--- config.mk ---
export PLATFORM = sky130hd
export DESIGN_NAME = clock_output_digital_delay_sync
export DESIGN_NICKNAME = d
export VERILOG_FILES = /design/src/common/clk_dly_pkg.sv /design/src/hdl/clock_output_digital_delay_sync.sv /design/src/hdl/group_delay_channel.sv
export VERILOG_INCLUDE_DIRS = /design/src /design/src/common
export SDC_FILE = /design/constraint.sdc
export NUM_CORES = 1
export LEC_CHECK = 0
export BUFFER_PORTS_ARGS = -buffer_cell sky130_fd_sc_hd__buf_2
export CAP_MARGIN = 20
export CORE_ASPECT_RATIO = 1.1
export CORE_MARGIN = 2
export CORE_UTILIZATION = 27
export DETAILED_ROUTE_END_ITERATION = 16
export GPL_TIMING_DRIVEN = 0
export SLEW_MARGIN = 30
export SYNTH_ARGS = -nofsm -noshare
export SYNTH_HDL_FRONTEND = slang
export SYNTH_SLANG_ARGS = --single-unit
export TNS_END_PERCENT = 50
--- constraint.sdc ---
create_clock -name aclk -period 4.96 [get_ports aclk]
set_clock_uncertainty 0.2 [all_clocks]
set_input_delay 0.744 -clock aclk [delete_from_list [all_inputs] [get_ports aclk]]
set_output_delay 0.744 -clock aclk [all_outputs]
set_load 0.02 [all_outputs]
--- src/common/clk_dly_cfg.svh ---
// Constants for the group digital delay and output alignment block.
// Overview of operation
// - Any group may lead or lag another by up to 517.5 distribution periods.
// - Effective group delay spans 4.5 to 522 periods, relative offset 0 to 517.5.
// - Effective delay is the count, 5 to 522, minus half when half-step set.
// - A new delay count takes effect only at an alignment event, non-exempt groups.
// - Half-step changes move the output phase at once, with no alignment event.
// - One delay step is one distribution clock period.
// - Delay counters run on the distribution clock; every divide setting gives the same step.
// - After alignment, participating groups hold a fixed phase set by their delays.
// - A persisting alignment request holds participating outputs low.
// - Sync-exempt groups ignore alignment events and keep toggling.
// - Alignment requests act only while the alignment enable bit is set.
// - Reference-fed outputs are not aligned with distribution-fed outputs.
// - The reference buffer output always comes from the reference oscillator input.
// - Each upper channel takes distribution or reference clock by its source select.
// - Sync-exempt works normally for upper channels fed from the distribution path.
// - Upper channels align normally when fed from the distribution path.
// - Held low during request; on release outputs rise together unless delays differ.
// - Each output rises 6 cycles plus its delay after the registered release.
`ifndef CLK_DLY_CFG_SVH
`define CLK_DLY_CFG_SVH
`define NUM_GROUPS        7
`define UPPER_LO          3
`define UPPER_HI          4
`define ADDR_W            8
`define ADDR_CTRL         8'h00
`define ADDR_STATUS       8'h04
`define ADDR_GRP_BASE     8'h10
`define CTRL_SYNC_EN_BIT  0
`define CTRL_SOFT_REQ_BIT 1
`define STAT_REQ_BIT      8
`define GRP_DLY_LSB       0
`define GRP_DLY_MSB       9
`define GRP_HS_BIT        10
`define GRP_EXEMPT_BIT    11
`define GRP_SRC_BIT       12
`define GRP_DIV_LSB       16
`define GRP_DIV_MSB       23
`define DLY_MIN           10'h005
`define DLY_MAX           10'h20a
`define DLY_RST           10'h005
`define DIV_RST           8'h01
`define SYNC_FIXED_CYCLES 6
`define SYNC_PIPE_CYCLES  4
`define RESP_OKAY         2'b00
`define RESP_SLVERR       2'b10
`endif

--- src/common/clk_dly_pkg.sv ---
// Types shared by the group delay block.
package clk_dly_pkg;
  typedef enum logic [1:0] {ST_RUN, ST_ASSERT, ST_HOLD, ST_WAIT} chan_state_t;
  typedef logic [9:0] delay_count_t;
  typedef logic [7:0] divide_t;
endpackage

--- src/hdl/clock_output_digital_delay_sync.sv ---
// Top of the group delay and alignment block with its register slave.
//
// Implementation choices: the placing of the registers and register access over AXI4-Lite.
`timescale 1ns/1ps
`default_nettype none
`include "clk_dly_cfg.svh"
module clock_output_digital_delay_sync (
  // Distribution clock and reset
  input  wire logic                       aclk,
  input  wire logic                       aresetn,
  // Write address channel
  input  wire logic [`ADDR_W-1:0]         awaddr,
  input  wire logic                       awvalid,
  output logic                            awready,
  // Write data channel
  input  wire logic [31:0]                wdata,
  input  wire logic [3:0]                 wstrb,
  input  wire logic                       wvalid,
  output logic                            wready,
  // Write response channel
  output logic [1:0]                      bresp,
  output logic                            bvalid,
  input  wire logic                       bready,
  // Read address channel
  input  wire logic [`ADDR_W-1:0]         araddr,
  input  wire logic                       arvalid,
  output logic                            arready,
  // Read data channel
  output logic [31:0]                     rdata,
  output logic [1:0]                      rresp,
  output logic                            rvalid,
  input  wire logic                       rready,
  // Alignment request pin
  input  wire logic                       sync_request_pin,
  // Reference oscillator path
  input  wire logic                       reference_oscillator_input,
  output logic                            reference_buffer_output,
  // Group outputs, two half-period samples per group
  output logic [2*`NUM_GROUPS-1:0]        group_out
);
  localparam int NG = `NUM_GROUPS;

  logic                        awready_q;
  logic                        wready_q;
  logic                        bvalid_q;
  logic [1:0]                  bresp_q;
  logic                        arready_q;
  logic                        rvalid_q;
  logic [31:0]                 rdata_q;
  logic [1:0]                  rresp_q;
  logic                        ctrl_sync_en_q;
  logic                        ctrl_soft_req_q;
  logic                        sync_s1_q;
  logic                        sync_s2_q;
  logic                        req_q;
  logic                        ref_s1_q;
  logic                        ref_s2_q;
  logic                        ref_buf_q;
  logic [2*NG-1:0]             group_out_q;
  clk_dly_pkg::delay_count_t   grp_dly_q [NG];
  clk_dly_pkg::divide_t        grp_div_q [NG];
  logic [NG-1:0]               grp_hs_q;
  logic [NG-1:0]               grp_exempt_q;
  logic [NG-1:0]               grp_src_q;
  logic [NG-1:0]               grp_req;
  logic [NG-1:0]               grp_held;
  logic [NG-1:0]               grp_wsel;
  logic [2*NG-1:0]             chan_out;
  logic                        wr_en;
  logic                        rd_en;
  logic                        wr_hit;
  logic [31:0]                 wmask;
  logic [31:0]                 ctrl_word;
  logic [31:0]                 ctrl_new;
  logic [31:0]                 status_word;
  logic [31:0]                 grp_word [NG];
  logic [31:0]                 rd_word;
  logic                        rd_hit;

  assign awready                 = awready_q;
  assign wready                  = wready_q;
  assign bvalid                  = bvalid_q;
  assign bresp                   = bresp_q;
  assign arready                 = arready_q;
  assign rvalid                  = rvalid_q;
  assign rdata                   = rdata_q;
  assign rresp                   = rresp_q;
  assign reference_buffer_output = ref_buf_q;
  assign group_out               = group_out_q;

  // Address and data are taken together in the cycle both readies are high.
  assign wr_en = awready_q && awvalid && wready_q && wvalid;
  assign rd_en = arready_q && arvalid;
  assign wmask = {{8{wstrb[3]}}, {8{wstrb[2]}}, {8{wstrb[1]}}, {8{wstrb[0]}}};

  function automatic logic [31:0] merge(input logic [31:0] old_w, input logic [31:0] new_w,
                                        input logic [31:0] m);
    merge = (old_w & ~m) | (new_w & m);
  endfunction

  function automatic clk_dly_pkg::delay_count_t clamp_dly(input logic [31:0] w);
    clk_dly_pkg::delay_count_t d;
    d = w[`GRP_DLY_MSB:`GRP_DLY_LSB];
    if (d < `DLY_MIN)
      clamp_dly = `DLY_MIN;
    else if (d > `DLY_MAX)
      clamp_dly = `DLY_MAX;
    else
      clamp_dly = d;
  endfunction

  assign ctrl_word   = {30'h0, ctrl_soft_req_q, ctrl_sync_en_q};
  assign ctrl_new    = merge(ctrl_word, wdata, wmask);
  assign status_word = {23'h0, req_q, 1'b0, grp_held};
  assign wr_hit      = (awaddr == `ADDR_CTRL) || (awaddr == `ADDR_STATUS) || (|grp_wsel);

  // Write address and data handshake.
  always_ff @(posedge aclk)
  begin
    if (!aresetn)
    begin
      awready_q <= 1'b0;
      wready_q  <= 1'b0;
    end
    else if (awready_q)
    begin
      awready_q <= 1'b0;
      wready_q  <= 1'b0;
    end
    else if (awvalid && wvalid && !bvalid_q)
    begin
      awready_q <= 1'b1;
      wready_q  <= 1'b1;
    end
  end

  // Write response.
  always_ff @(posedge aclk)
  begin
    if (!aresetn)
    begin
      bvalid_q <= 1'b0;
      bresp_q  <= `RESP_OKAY;
    end
    else if (wr_en)
    begin
      bvalid_q <= 1'b1;
      bresp_q  <= wr_hit ? `RESP_OKAY : `RESP_SLVERR;
    end
    else if (bready)
    begin
      bvalid_q <= 1'b0;
    end
  end

  // Control register.
  always_ff @(posedge aclk)
  begin
    if (!aresetn)
    begin
      ctrl_sync_en_q  <= 1'b0;
      ctrl_soft_req_q <= 1'b0;
    end
    else if (wr_en && awaddr == `ADDR_CTRL)
    begin
      ctrl_sync_en_q  <= ctrl_new[`CTRL_SYNC_EN_BIT];
      ctrl_soft_req_q <= ctrl_new[`CTRL_SOFT_REQ_BIT];
    end
  end

  // Pin request synchroniser; the requester holds it over a clock period.
  always_ff @(posedge aclk)
  begin
    if (!aresetn)
    begin
      sync_s1_q <= 1'b0;
      sync_s2_q <= 1'b0;
    end
    else
    begin
      sync_s1_q <= sync_request_pin;
      sync_s2_q <= sync_s1_q;
    end
  end

  // Registered request; the release is registered at the edge where it falls.
  always_ff @(posedge aclk)
  begin
    if (!aresetn)
      req_q <= 1'b0;
    else
      req_q <= ctrl_sync_en_q && (sync_s2_q || ctrl_soft_req_q);
  end

  // Reference buffer is fed only by the reference input.
  always_ff @(posedge aclk)
  begin
    if (!aresetn)
    begin
      ref_s1_q  <= 1'b0;
      ref_s2_q  <= 1'b0;
      ref_buf_q <= 1'b0;
    end
    else
    begin
      ref_s1_q  <= reference_oscillator_input;
      ref_s2_q  <= ref_s1_q;
      ref_buf_q <= ref_s2_q;
    end
  end

  generate
    for (genvar g = 0; g < NG; g++)
    begin : gen_grp
      localparam logic [`ADDR_W-1:0] GADDR = `ADDR_W'(`ADDR_GRP_BASE + 4 * g);
      localparam bit UPPER = (g >= `UPPER_LO) && (g <= `UPPER_HI);
      logic [31:0] gw;

      assign grp_word[g] = {8'h00, grp_div_q[g], 3'h0, grp_src_q[g], grp_exempt_q[g], grp_hs_q[g],
                            grp_dly_q[g]};
      assign grp_wsel[g] = (awaddr == GADDR);
      assign gw          = merge(grp_word[g], wdata, wmask);

      // Group settings; delay is kept within the legal count range.
      always_ff @(posedge aclk)
      begin
        if (!aresetn)
        begin
          grp_dly_q[g]    <= `DLY_RST;
          grp_hs_q[g]     <= 1'b0;
          grp_exempt_q[g] <= 1'b0;
          grp_src_q[g]    <= 1'b0;
          grp_div_q[g]    <= `DIV_RST;
        end
        else if (wr_en && grp_wsel[g])
        begin
          grp_dly_q[g]    <= clamp_dly(gw);
          grp_hs_q[g]     <= gw[`GRP_HS_BIT];
          grp_exempt_q[g] <= gw[`GRP_EXEMPT_BIT];
          grp_src_q[g]    <= UPPER ? gw[`GRP_SRC_BIT] : 1'b0;
          grp_div_q[g]    <= gw[`GRP_DIV_MSB:`GRP_DIV_LSB];
        end
      end

      // Exempt groups and reference-fed upper groups never see the request.
      assign grp_req[g] = req_q && !grp_exempt_q[g] && !grp_src_q[g];

      group_delay_channel u_chan (
        .clk    (aclk),
        .rst_n  (aresetn),
        .req    (grp_req[g]),
        .ddly   (grp_dly_q[g]),
        .hs     (grp_hs_q[g]),
        .divide (grp_div_q[g]),
        .out_q  (chan_out[2*g +: 2]),
        .held_q (grp_held[g])
      );

      // Upper groups may take the reference clock instead of the delay path.
      always_ff @(posedge aclk)
      begin
        if (!aresetn)
          group_out_q[2*g +: 2] <= 2'b00;
        else if (grp_src_q[g])
          group_out_q[2*g +: 2] <= {2{ref_s2_q}};
        else
          group_out_q[2*g +: 2] <= chan_out[2*g +: 2];
      end

      if (UPPER)
      begin : gen_upper

      end
    end
  endgenerate

  // Read decode.
  always_comb
  begin
    rd_word = 32'h0000_0000;
    rd_hit  = 1'b1;
    if (araddr == `ADDR_CTRL)
      rd_word = ctrl_word;
    else if (araddr == `ADDR_STATUS)
      rd_word = status_word;
    else
    begin
      rd_hit = 1'b0;
      for (int i = 0; i < NG; i++)
      begin
        if (araddr == `ADDR_W'(`ADDR_GRP_BASE + 4 * i))
        begin
          rd_word = grp_word[i];
          rd_hit  = 1'b1;
        end
      end
    end
  end

  // Read address handshake.
  always_ff @(posedge aclk)
  begin
    if (!aresetn)
      arready_q <= 1'b0;
    else if (arready_q)
      arready_q <= 1'b0;
    else if (arvalid && !rvalid_q)
      arready_q <= 1'b1;
  end

  // Read data.
  always_ff @(posedge aclk)
  begin
    if (!aresetn)
    begin
      rvalid_q <= 1'b0;
      rdata_q  <= 32'h0000_0000;
      rresp_q  <= `RESP_OKAY;
    end
    else if (rd_en)
    begin
      rvalid_q <= 1'b1;
      rdata_q  <= rd_word;
      rresp_q  <= rd_hit ? `RESP_OKAY : `RESP_SLVERR;
    end
    else if (rready)
    begin
      rvalid_q <= 1'b0;
    end
  end
endmodule // clock_output_digital_delay_sync
`default_nettype wire

--- src/hdl/group_delay_channel.sv ---
// One output group: divider, alignment hold and release delay, half-step phase.
`timescale 1ns/1ps
`default_nettype none
`include "clk_dly_cfg.svh"
module group_delay_channel (
  // Clock and reset
  input  wire logic                    clk,
  input  wire logic                    rst_n,
  // Gated request and settings
  input  wire logic                    req,
  input  wire clk_dly_pkg::delay_count_t ddly,
  input  wire logic                    hs,
  input  wire clk_dly_pkg::divide_t    divide,
  // Output halves and state
  output logic [1:0]                   out_q,
  output logic                         held_q
);
  localparam clk_dly_pkg::delay_count_t LOAD = 10'(`SYNC_FIXED_CYCLES - `SYNC_PIPE_CYCLES);
  clk_dly_pkg::chan_state_t state_q, state_d;
  clk_dly_pkg::delay_count_t cnt_q, cnt_d;
  clk_dly_pkg::divide_t     div_q, div_d, div_m1;
  logic                     lvl_q, lvl_d;

  assign div_m1 = (divide == 8'h00) ? 8'h00 : 8'(divide - 8'h01);

  always_comb
  begin
    state_d = state_q;
    cnt_d   = cnt_q;
    div_d   = div_q;
    lvl_d   = lvl_q;
    if (div_q == div_m1)
    begin
      div_d = 8'h00;
      lvl_d = ~lvl_q;
    end
    else
    begin
      div_d = 8'(div_q + 8'h01);
    end
    unique case (state_q)
      clk_dly_pkg::ST_RUN:
        if (req)
        begin
          state_d = clk_dly_pkg::ST_ASSERT;
          cnt_d   = LOAD;
        end
      clk_dly_pkg::ST_ASSERT:
        if (!req)
        begin
          state_d = clk_dly_pkg::ST_WAIT;
          cnt_d   = 10'(ddly + LOAD);
          lvl_d   = 1'b0;
        end
        else if (cnt_q == 10'h000)
        begin
          state_d = clk_dly_pkg::ST_HOLD;
          lvl_d   = 1'b0;
        end
        else
        begin
          cnt_d = 10'(cnt_q - 10'h001);
        end
      clk_dly_pkg::ST_HOLD:
      begin
        lvl_d = 1'b0;
        div_d = 8'h00;
        if (!req)
        begin
          state_d = clk_dly_pkg::ST_WAIT;
          cnt_d   = 10'(ddly + LOAD);
        end
      end
      clk_dly_pkg::ST_WAIT:
      begin
        lvl_d = 1'b0;
        div_d = 8'h00;
        if (req)
        begin
          state_d = clk_dly_pkg::ST_HOLD;
        end
        else if (cnt_q == 10'h000)
        begin
          state_d = clk_dly_pkg::ST_RUN;
          lvl_d   = 1'b1;
        end
        else
        begin
          cnt_d = 10'(cnt_q - 10'h001);
        end
      end
    endcase
  end

  // Counters run on the distribution clock.
  always_ff @(posedge clk)
  begin
    if (!rst_n)
    begin
      state_q <= clk_dly_pkg::ST_RUN;
      cnt_q   <= 10'h000;
      div_q   <= 8'h00;
      lvl_q   <= 1'b0;
    end
    else
    begin
      state_q <= state_d;
      cnt_q   <= cnt_d;
      div_q   <= div_d;
      lvl_q   <= lvl_d;
    end
  end

  // First half shows the level, the second half may already show the next one.
  always_ff @(posedge clk)
  begin
    if (!rst_n)
    begin
      out_q  <= 2'b00;
      held_q <= 1'b0;
    end
    else
    begin
      out_q  <= {lvl_q, hs ? lvl_d : lvl_q};
      held_q <= (state_d != clk_dly_pkg::ST_RUN);
    end
  end
endmodule // group_delay_channel
`default_nettype wire

==> PnR_summary.wiki, run 1 <==
{| class="wikitable"
! Metric !! Value
|-
| CTS tree || built
|-
| Leading post-synthesis cells by instance count || sky130_fd_sc_hd__nand2_1 (276), sky130_fd_sc_hd__nor2_1 (256), sky130_fd_sc_hd__a21oi_1 (239)
|-
| Grt ovf || 0
|-
| Proportion of synthesized chip area in sequential cells || 37.44%
|-
| Floorplan core area || 83,190 um2
|-
| Vias in the first global route || 20,420
|-
| Post-synthesis cell count || 2,753
|-
| Overall power consumption || 8.292 mW
|-
| Clock Tree Buf Depth || 3
|-
| Std cell rows || 111
|-
| Setup crit end kind || flop
|-
| CTS root buf || sky130_fd_sc_hd__clkbuf_16
|-
| Most frequent cell after synthesis || sky130_fd_sc_hd__nand2_1
|-
| Yosys reg bits || 360
|-
| Dpl hpwl || 64,670 um
|-
| Slowest CP cell || sky130_fd_sc_hd__clkbuf_1
|-
| Static power due to leakage || 9.254 nW
|-
| Per-cell routed wire length || 21.45 um
|-
| Detailed Route Iter0 Violations || 2,612
|-
| Antenna violations before repair || 11
|-
| Global routing's busiest layer || met2
|-
| Pre-Repair DR Iteration Count || 6
|-
| Chain of cells forming the critical path || buf_2, clkbuf_1, inv_1, clkbuf_1, clkbuf_1, clkbuf_1, a21oi_1
|-
| Most frequently used flop master after synthesis || sky130_fd_sc_hd__dfxtp_1
|-
| Setup repair after global routing missed its margin || false
|-
| Startpoint kind of the worst setup timing path || input pin
|-
| Final Instance Count excl. Fillers || 4,018
|-
| Yosys warning count || 0
|-
| Per-cell via count in the routed design || 5.569
|-
| Post-layout minimum cycle time || 3.874 ns
|-
| Final hold slack || 0.1546 ns
|-
| Setup Total Neg Slack || 0 ns
|-
| Filler Cell Count || 8,767
|-
| Die area || 86,090 um2
|-
| Most repeated library cell on the critical path || sky130_fd_sc_hd__clkbuf_1
|-
| Share of final-layout standard cells stronger than drive strength 1 || 9.545%
|-
| Path type of the worst min-delay path || input pin to flop
|-
| ANT nets after route || 0
|-
| Starting density of the core || 27.18%
|-
| Share of synthesized registers carrying an async set or reset || 0%
|-
| Instance area at placement || 24,710 um2
|-
| Placer congestion estimate || 1.003
|-
| Fraction of the cycle the final worst path needs || 78.10%
|-
| Pin count of the biggest net entering global routing || 19
|-
| Distinct cell type count of the synthesized netlist || 89
|-
| Max-slew headroom at the worst pin || 29.26%
|-
| Actual transition at the worst max-transition pin || 1.051 ns
|-
| Hold Violations, Final || 0
|-
| Final cell area excluding filler cells || 26,240 um2
|-
| Status || complete, no violations
|-
| Post-synthesis cell type with the largest combined area || sky130_fd_sc_hd__dfxtp_1
|-
| Sinks on Clock Net || 360
|-
| Vertical die dimension || 307.5 um
|-
| Buffers inserted during post-CTS setup optimization || 0
|-
| Worst endpoint data arrival time || 4.08 ns
|-
| Number of nets in the layout || 3,004
|-
| Buffers added on ports || 86
|-
| Pwr per Cell Area || 316.0 nW/um2
|-
| Count of flip-flops with a built-in enable after synthesis || 126
|-
| Area overhead of the layout relative to synthesis || 16.02%
|-
| First-pass GRT wire length || 127,100 um
|-
| Routed vias || 22,380
|-
| Final wirelength || 86,170 um
|-
| # setup viols final || 0
|-
| Met3 routing resource usage after global routing || 4.082%
|-
| Met2 routing resource usage after global routing || 30.17%
|-
| Largest cells by area after synthesis || sky130_fd_sc_hd__dfxtp_1 (21%), sky130_fd_sc_hd__edfxtp_1 (17%), sky130_fd_sc_hd__a21oi_1 (5.3%)
|-
| Met1 track demand over resource in global routing || 25.70%
|-
| Cells after DPL || 3,935
|-
| Cts-stage hold buffer count || 0
|-
| CTS clk-pin slew, worst paths || 0.06 ns
|-
| Syn avg cell area || 8.215 um2
|-
| Netlist area before placement || 22,620 um2
|-
| Count of maximum capacitance violations || 0
|-
| Maximum ir drop on the vdd rail || 228.4 uV
|-
| Horiz. Die Dim || 279.9 um
|-
| Maximum fanout count along the critical path || 10
|-
| Count of unresolved DRC violations after routing || 0
|-
| Final max-slew violation count || 0
|-
| Overall Global Routing Usage || 19.28%
|-
| Area share of the leading cell type in the synthesized netlist || 20.71%
|-
| CTS Buf Count || 44
|-
| Number of gates resized after CTS || 0
|-
| Depth of the CTS H-tree || 2
|-
| Clock latency of the later-clocked register in the worst-skew pair || 0.59 ns
|-
| I/O pin count || 117
|-
| Delay of the slowest cell on the worst path || 0.83 ns
|-
| Category of the most critical setup path || input pin to flop
|-
| Maximum clock frequency || 258.1 MHz
|-
| Worst path required time || 5.17 ns
|}
-- report_power, final --
| part | internal [mW] | leakage [nW] | switching [mW] | total, mW |
|---|---|---|---|---|
| Combinational | 0.521 | 5.38 | 0.961 | 1.48 |
| Sequential | 3.18 | 3.13 | 0.165 | 3.35 |
| Clock | 2.06 | 0.745 | 1.40 | 3.46 |
| Total | 5.77 | 9.25 | 2.52 | 8.29 |
-- path summary, 6_finish.rpt --
check / depth (start not counted) / slack [ns] / endpoint / start
setup / recovery: 7 / 1.09 / group_out[7] / aresetn
setup reg to reg: 11 / 1.44 / gen_grp[4].u_chan.div_q[6] / grp_div_q[4][0]
hold reg to reg: 1 / 0.23 / group_out[13] / gen_grp[6].u_chan.out_q[1]
hold / removal: 2 / 0.15 / ref_s1_q / reference_oscillator_input
-- metal layers --
metal  wire (um)  vias up
li1            -    10440
met1       36130    10640
met2       37760     1089
met3        8568      193
met4        3637       14
met5          78        -
-- final cells by class --
cell class | instances | area (um2) | area share (%)
clock inverters | 25 | 291.5 | 1.111
diodes | 1 | 2.502 | 0.009537
plain buffers | 155 | 658.1 | 2.508
multi-input cells | 2174 | 13380 | 51.01
clock buffers | 57 | 1229 | 4.683
well taps | 1073 | 1343 | 5.117
repair buffers | 97 | 576.8 | 2.198
flip-flops and latches | 360 | 8468 | 32.27
inverters | 76 | 285.3 | 1.087
-- flip-flops by register name (all words and copies together) (netlist names), 7 cells and up, named ones only --
register	cells
gen_grp.u_chan.held_q	7
gen_grp.u_chan.cnt_q	70
group_out	14
rdata	21
grp_dly_q	70
gen_grp.u_chan.div_q	56
grp_div_q	56
gen_grp.u_chan.out_q	14
gen_grp.u_chan.state_q	14
gen_grp.u_chan.lvl_q	7
-- kinds of logic (layout without fill, tap and decap cells) --
family / after synthesis / after routing / synth area share, %
adder cells (fa/ha/maj): 35 / 35 / 1.936
other: 1 / 14 / 0.01658
AO/OA/AOI/OAI: 778 / 778 / 22.19
AND/OR/NAND/NOR: 1141 / 1141 / 25.68
XOR/XNOR: 144 / 144 / 5.638
buffers and inverters: 231 / 410 / 4.127
multiplexers: 63 / 63 / 2.965
flip-flops: 360 / 360 / 37.44
-- critical path: cells and delay by family --
family / cells / cell delay [ns]
compound gates: 1 / 0.20
buf+inv: 6 / 3.12
-- metrics by stage --
| stage | util, % | worst slack, ns |
|---|---|---|
| 2_1_floorplan | - | 1.143 |
| 6_report | 31.54 | 1.086 |
| 5_1_grt | 31.54 | 1.069 |
| 4_1_cts | 31.53 | 1.176 |
| 3_3_place_gp | 29.37 | -0.8444 |
| 3_5_place_dp | 29.70 | 0.5570 |
-- layout by cell type (no fill, tap or decap), types with 44 or more instances in the layout --
cell,n
sky130_fd_sc_hd__clkbuf_16,45
sky130_fd_sc_hd__dfxtp_1,234
sky130_fd_sc_hd__nand2b_1,87
sky130_fd_sc_hd__a21oi_1,239
sky130_fd_sc_hd__a31oi_1,44
sky130_fd_sc_hd__mux2i_1,49
sky130_fd_sc_hd__buf_2,92
sky130_fd_sc_hd__nand2_1,276
sky130_fd_sc_hd__nand3_1,94
sky130_fd_sc_hd__o21ai_0,162
sky130_fd_sc_hd__xnor2_1,80
sky130_fd_sc_hd__clkbuf_1,128
sky130_fd_sc_hd__nor2b_1,53
sky130_fd_sc_hd__edfxtp_1,126
sky130_fd_sc_hd__inv_1,76
sky130_fd_sc_hd__nor2_1,255
sky130_fd_sc_hd__nor3_1,101
sky130_fd_sc_hd__xor2_1,63
Note: power is estimated with default switching activity, not from simulation.
==> inputs of run 2 (changes only) <==
==> constraint.sdc (replaced) <==
create_clock -name aclk -period 3.2 [get_ports aclk]
set_clock_uncertainty 0.2 [all_clocks]
set_input_delay 0.48 -clock aclk [delete_from_list [all_inputs] [get_ports aclk]]
set_output_delay 0.48 -clock aclk [all_outputs]
set_load 0.02 [all_outputs]
==> PnR_summary.wiki, run 2 (synthesis gave the netlist of run 1 again) <==
{| class="wikitable"
! Metric !! Value
|-
| Static power due to leakage || 9.357 nW
|-
| Vertical die dimension || 307.5 um
|-
| Hold Violations, Final || 0
|-
| Pwr per Cell Area || 485.1 nW/um2
|-
| Clock Tree Buf Depth || 3
|-
| Per-cell routed wire length || 21.48 um
|-
| I/O pin count || 117
|-
| CTS tree || built
|-
| Final max-slew violation count || 0
|-
| Per-cell via count in the routed design || 5.578
|-
| Routed vias || 22,460
|-
| Setup crit end kind || flop
|-
| Std cell rows || 111
|-
| CTS Buf Count || 44
|-
| Overall Global Routing Usage || 19.32%
|-
| Pin count of the biggest net entering global routing || 19
|-
| Floorplan core area || 83,190 um2
|-
| Biggest registers after layout || gen_grp.u_chan.cnt_q (70), grp_dly_q (70)
|-
| Die area || 86,090 um2
|-
| CTS clk-pin slew, worst paths || 0.06 ns
|-
| Dpl hpwl || 64,670 um
|-
| Maximum ir drop on the vdd rail || 356.8 uV
|-
| Max-slew headroom at the worst pin || 30.82%
|-
| Overall power consumption || 12.90 mW
|-
| Worst path required time || 3.41 ns
|-
| Number of nets in the layout || 3,012
|-
| Buffers added on ports || 86
|-
| Filler Cell Count || 8,732
|-
| ANT nets after route || 0
|-
| Starting density of the core || 27.18%
|-
| Pre-Repair DR Iteration Count || 6
|-
| Fraction of the cycle the final worst path needs || 102.1%
|-
| Worst endpoint data arrival time || 3.48 ns
|-
| Final wirelength || 86,520 um
|-
| Depth of the CTS H-tree || 2
|-
| Setup slack of the critical path after layout || -0.06658 ns
|-
| Most frequent standard cell in the layout excluding fill and tap cells || sky130_fd_sc_hd__nand2_1
|-
| # setup viols final || 1
|-
| Grt ovf || 0
|-
| Maximum clock frequency || 306.1 MHz
|-
| Share of final-layout standard cells stronger than drive strength 1 || 10.81%
|-
| Setup repair after global routing missed its margin || true
|-
| Placer congestion estimate || 1.003
|-
| Most frequent cells in the layout || sky130_fd_sc_hd__nand2_1 (275), sky130_fd_sc_hd__nor2_1 (253), sky130_fd_sc_hd__a21oi_1 (239)
|-
| Status || finished, violations left
|-
| Count of maximum capacitance violations || 0
|-
| First-pass GRT wire length || 127,300 um
|-
| Actual transition at the worst max-transition pin || 1.028 ns
|-
| Clock latency of the later-clocked register in the worst-skew pair || 0.60 ns
|-
| Startpoint kind of the worst setup timing path || input pin
|-
| Post-layout minimum cycle time || 3.267 ns
|-
| Path type of the worst min-delay path || input pin to flop
|-
| Count of unresolved DRC violations after routing || 0
|-
| Vias in the first global route || 20,440
|-
| Violations in the final reports || setup timing
|-
| Detailed Route Iter0 Violations || 2,710
|-
| Maximum fanout count along the critical path || 10
|-
| Horiz. Die Dim || 279.9 um
|-
| Category of the most critical setup path || input pin to flop
|-
| Area overhead of the layout relative to synthesis || 17.61%
|-
| Sinks on Clock Net || 360
|-
| Antenna violations before repair || 11
|-
| Setup Total Neg Slack || -0.06658 ns
|-
| CTS root buf || sky130_fd_sc_hd__clkbuf_16
|}
==> run 2: changes by cell type in the layout (fill, tap and decap cells not counted), sizes merged <==
cell / before / now
dlygate4sd3: 0 / 8
clkbuf: 188 / 185
buf: 121 / 124
diode: 1 / 2
==> run 2: final timing paths <==
kind | start | end | slack [ns] | cells after the start
max | aresetn | group_out[7] | -0.07 | 7
min | wdata[12] | flop | 0.03 | 3
max reg2reg | grp_div_q[5][0] | gen_grp[5].u_chan.out_q[0] | 0.02 | 9
min reg2reg | ref_s1_q | ref_s2_q | 0.23 | 1
==> run 2: layout make-up <==
type | instances | area, um2 | area share, %
tap | 1073 | 1343 | 5.048
antenna | 2 | 5.005 | 0.01882
clock buffer | 57 | 1229 | 4.619
timing repair buffer | 108 | 679.4 | 2.554
multi-input combinational | 2174 | 13640 | 51.30
clock inverter | 25 | 291.5 | 1.096
buffer | 152 | 653.1 | 2.456
inverter | 76 | 285.3 | 1.073
sequential | 360 | 8468 | 31.84
==> run 2: per-stage QoR <==
stage	util (%)	worst slack (ns)	hold slack, ns	std cells	instance area, um2
final	31.97	-0.06658	0.02564	4027	26600
after CTS	31.72	0.007543	0.002185	4026	26390
after floorplan	-	-0.3527	0.2119	2765	22660
after detailed placement	29.70	-0.9390	0.2186	3935	24710
after global placement	29.37	-2.340	0.2154	3924	24430
after global routing	31.97	-0.1344	0.02548	4026	26600
==> run 2: where the power goes <==
part | switching (mW) | total [mW] | internal (mW)
sequential | 0.261 | 5.19 | 4.93
combinational | 1.51 | 2.34 | 0.826
clock | 2.17 | 5.37 | 3.20
==> run 2: timing repair <==
action	in CTS	in global routing
buffers inserted	2	1
setup endpoints to repair	124	140
gates cloned	0	0
gates resized for setup	15	38
hold buffers	8	0
hold endpoints to repair	7	0
pin swaps	1	3
==> run 2: worst max-delay path: stages <==
cell                       delay, ns
sky130_fd_sc_hd__buf_2          0.14
sky130_fd_sc_hd__clkbuf_1       0.32
sky130_fd_sc_hd__inv_1          0.45
sky130_fd_sc_hd__clkbuf_2       0.50
sky130_fd_sc_hd__clkbuf_1       0.61
sky130_fd_sc_hd__clkbuf_1       0.76
sky130_fd_sc_hd__a21oi_1        0.21
==> run 2: routing by layer <==
metal / up-vias / global-route usage [%] / share of wire, %
met5: - / 0 / 0.089
met3: 182 / 4.089 / 9.7
met4: 12 / 8.034 / 4.2
met2: 1102 / 30.22 / 44
li1: 10460 / - / -
met1: 10710 / 25.76 / 42
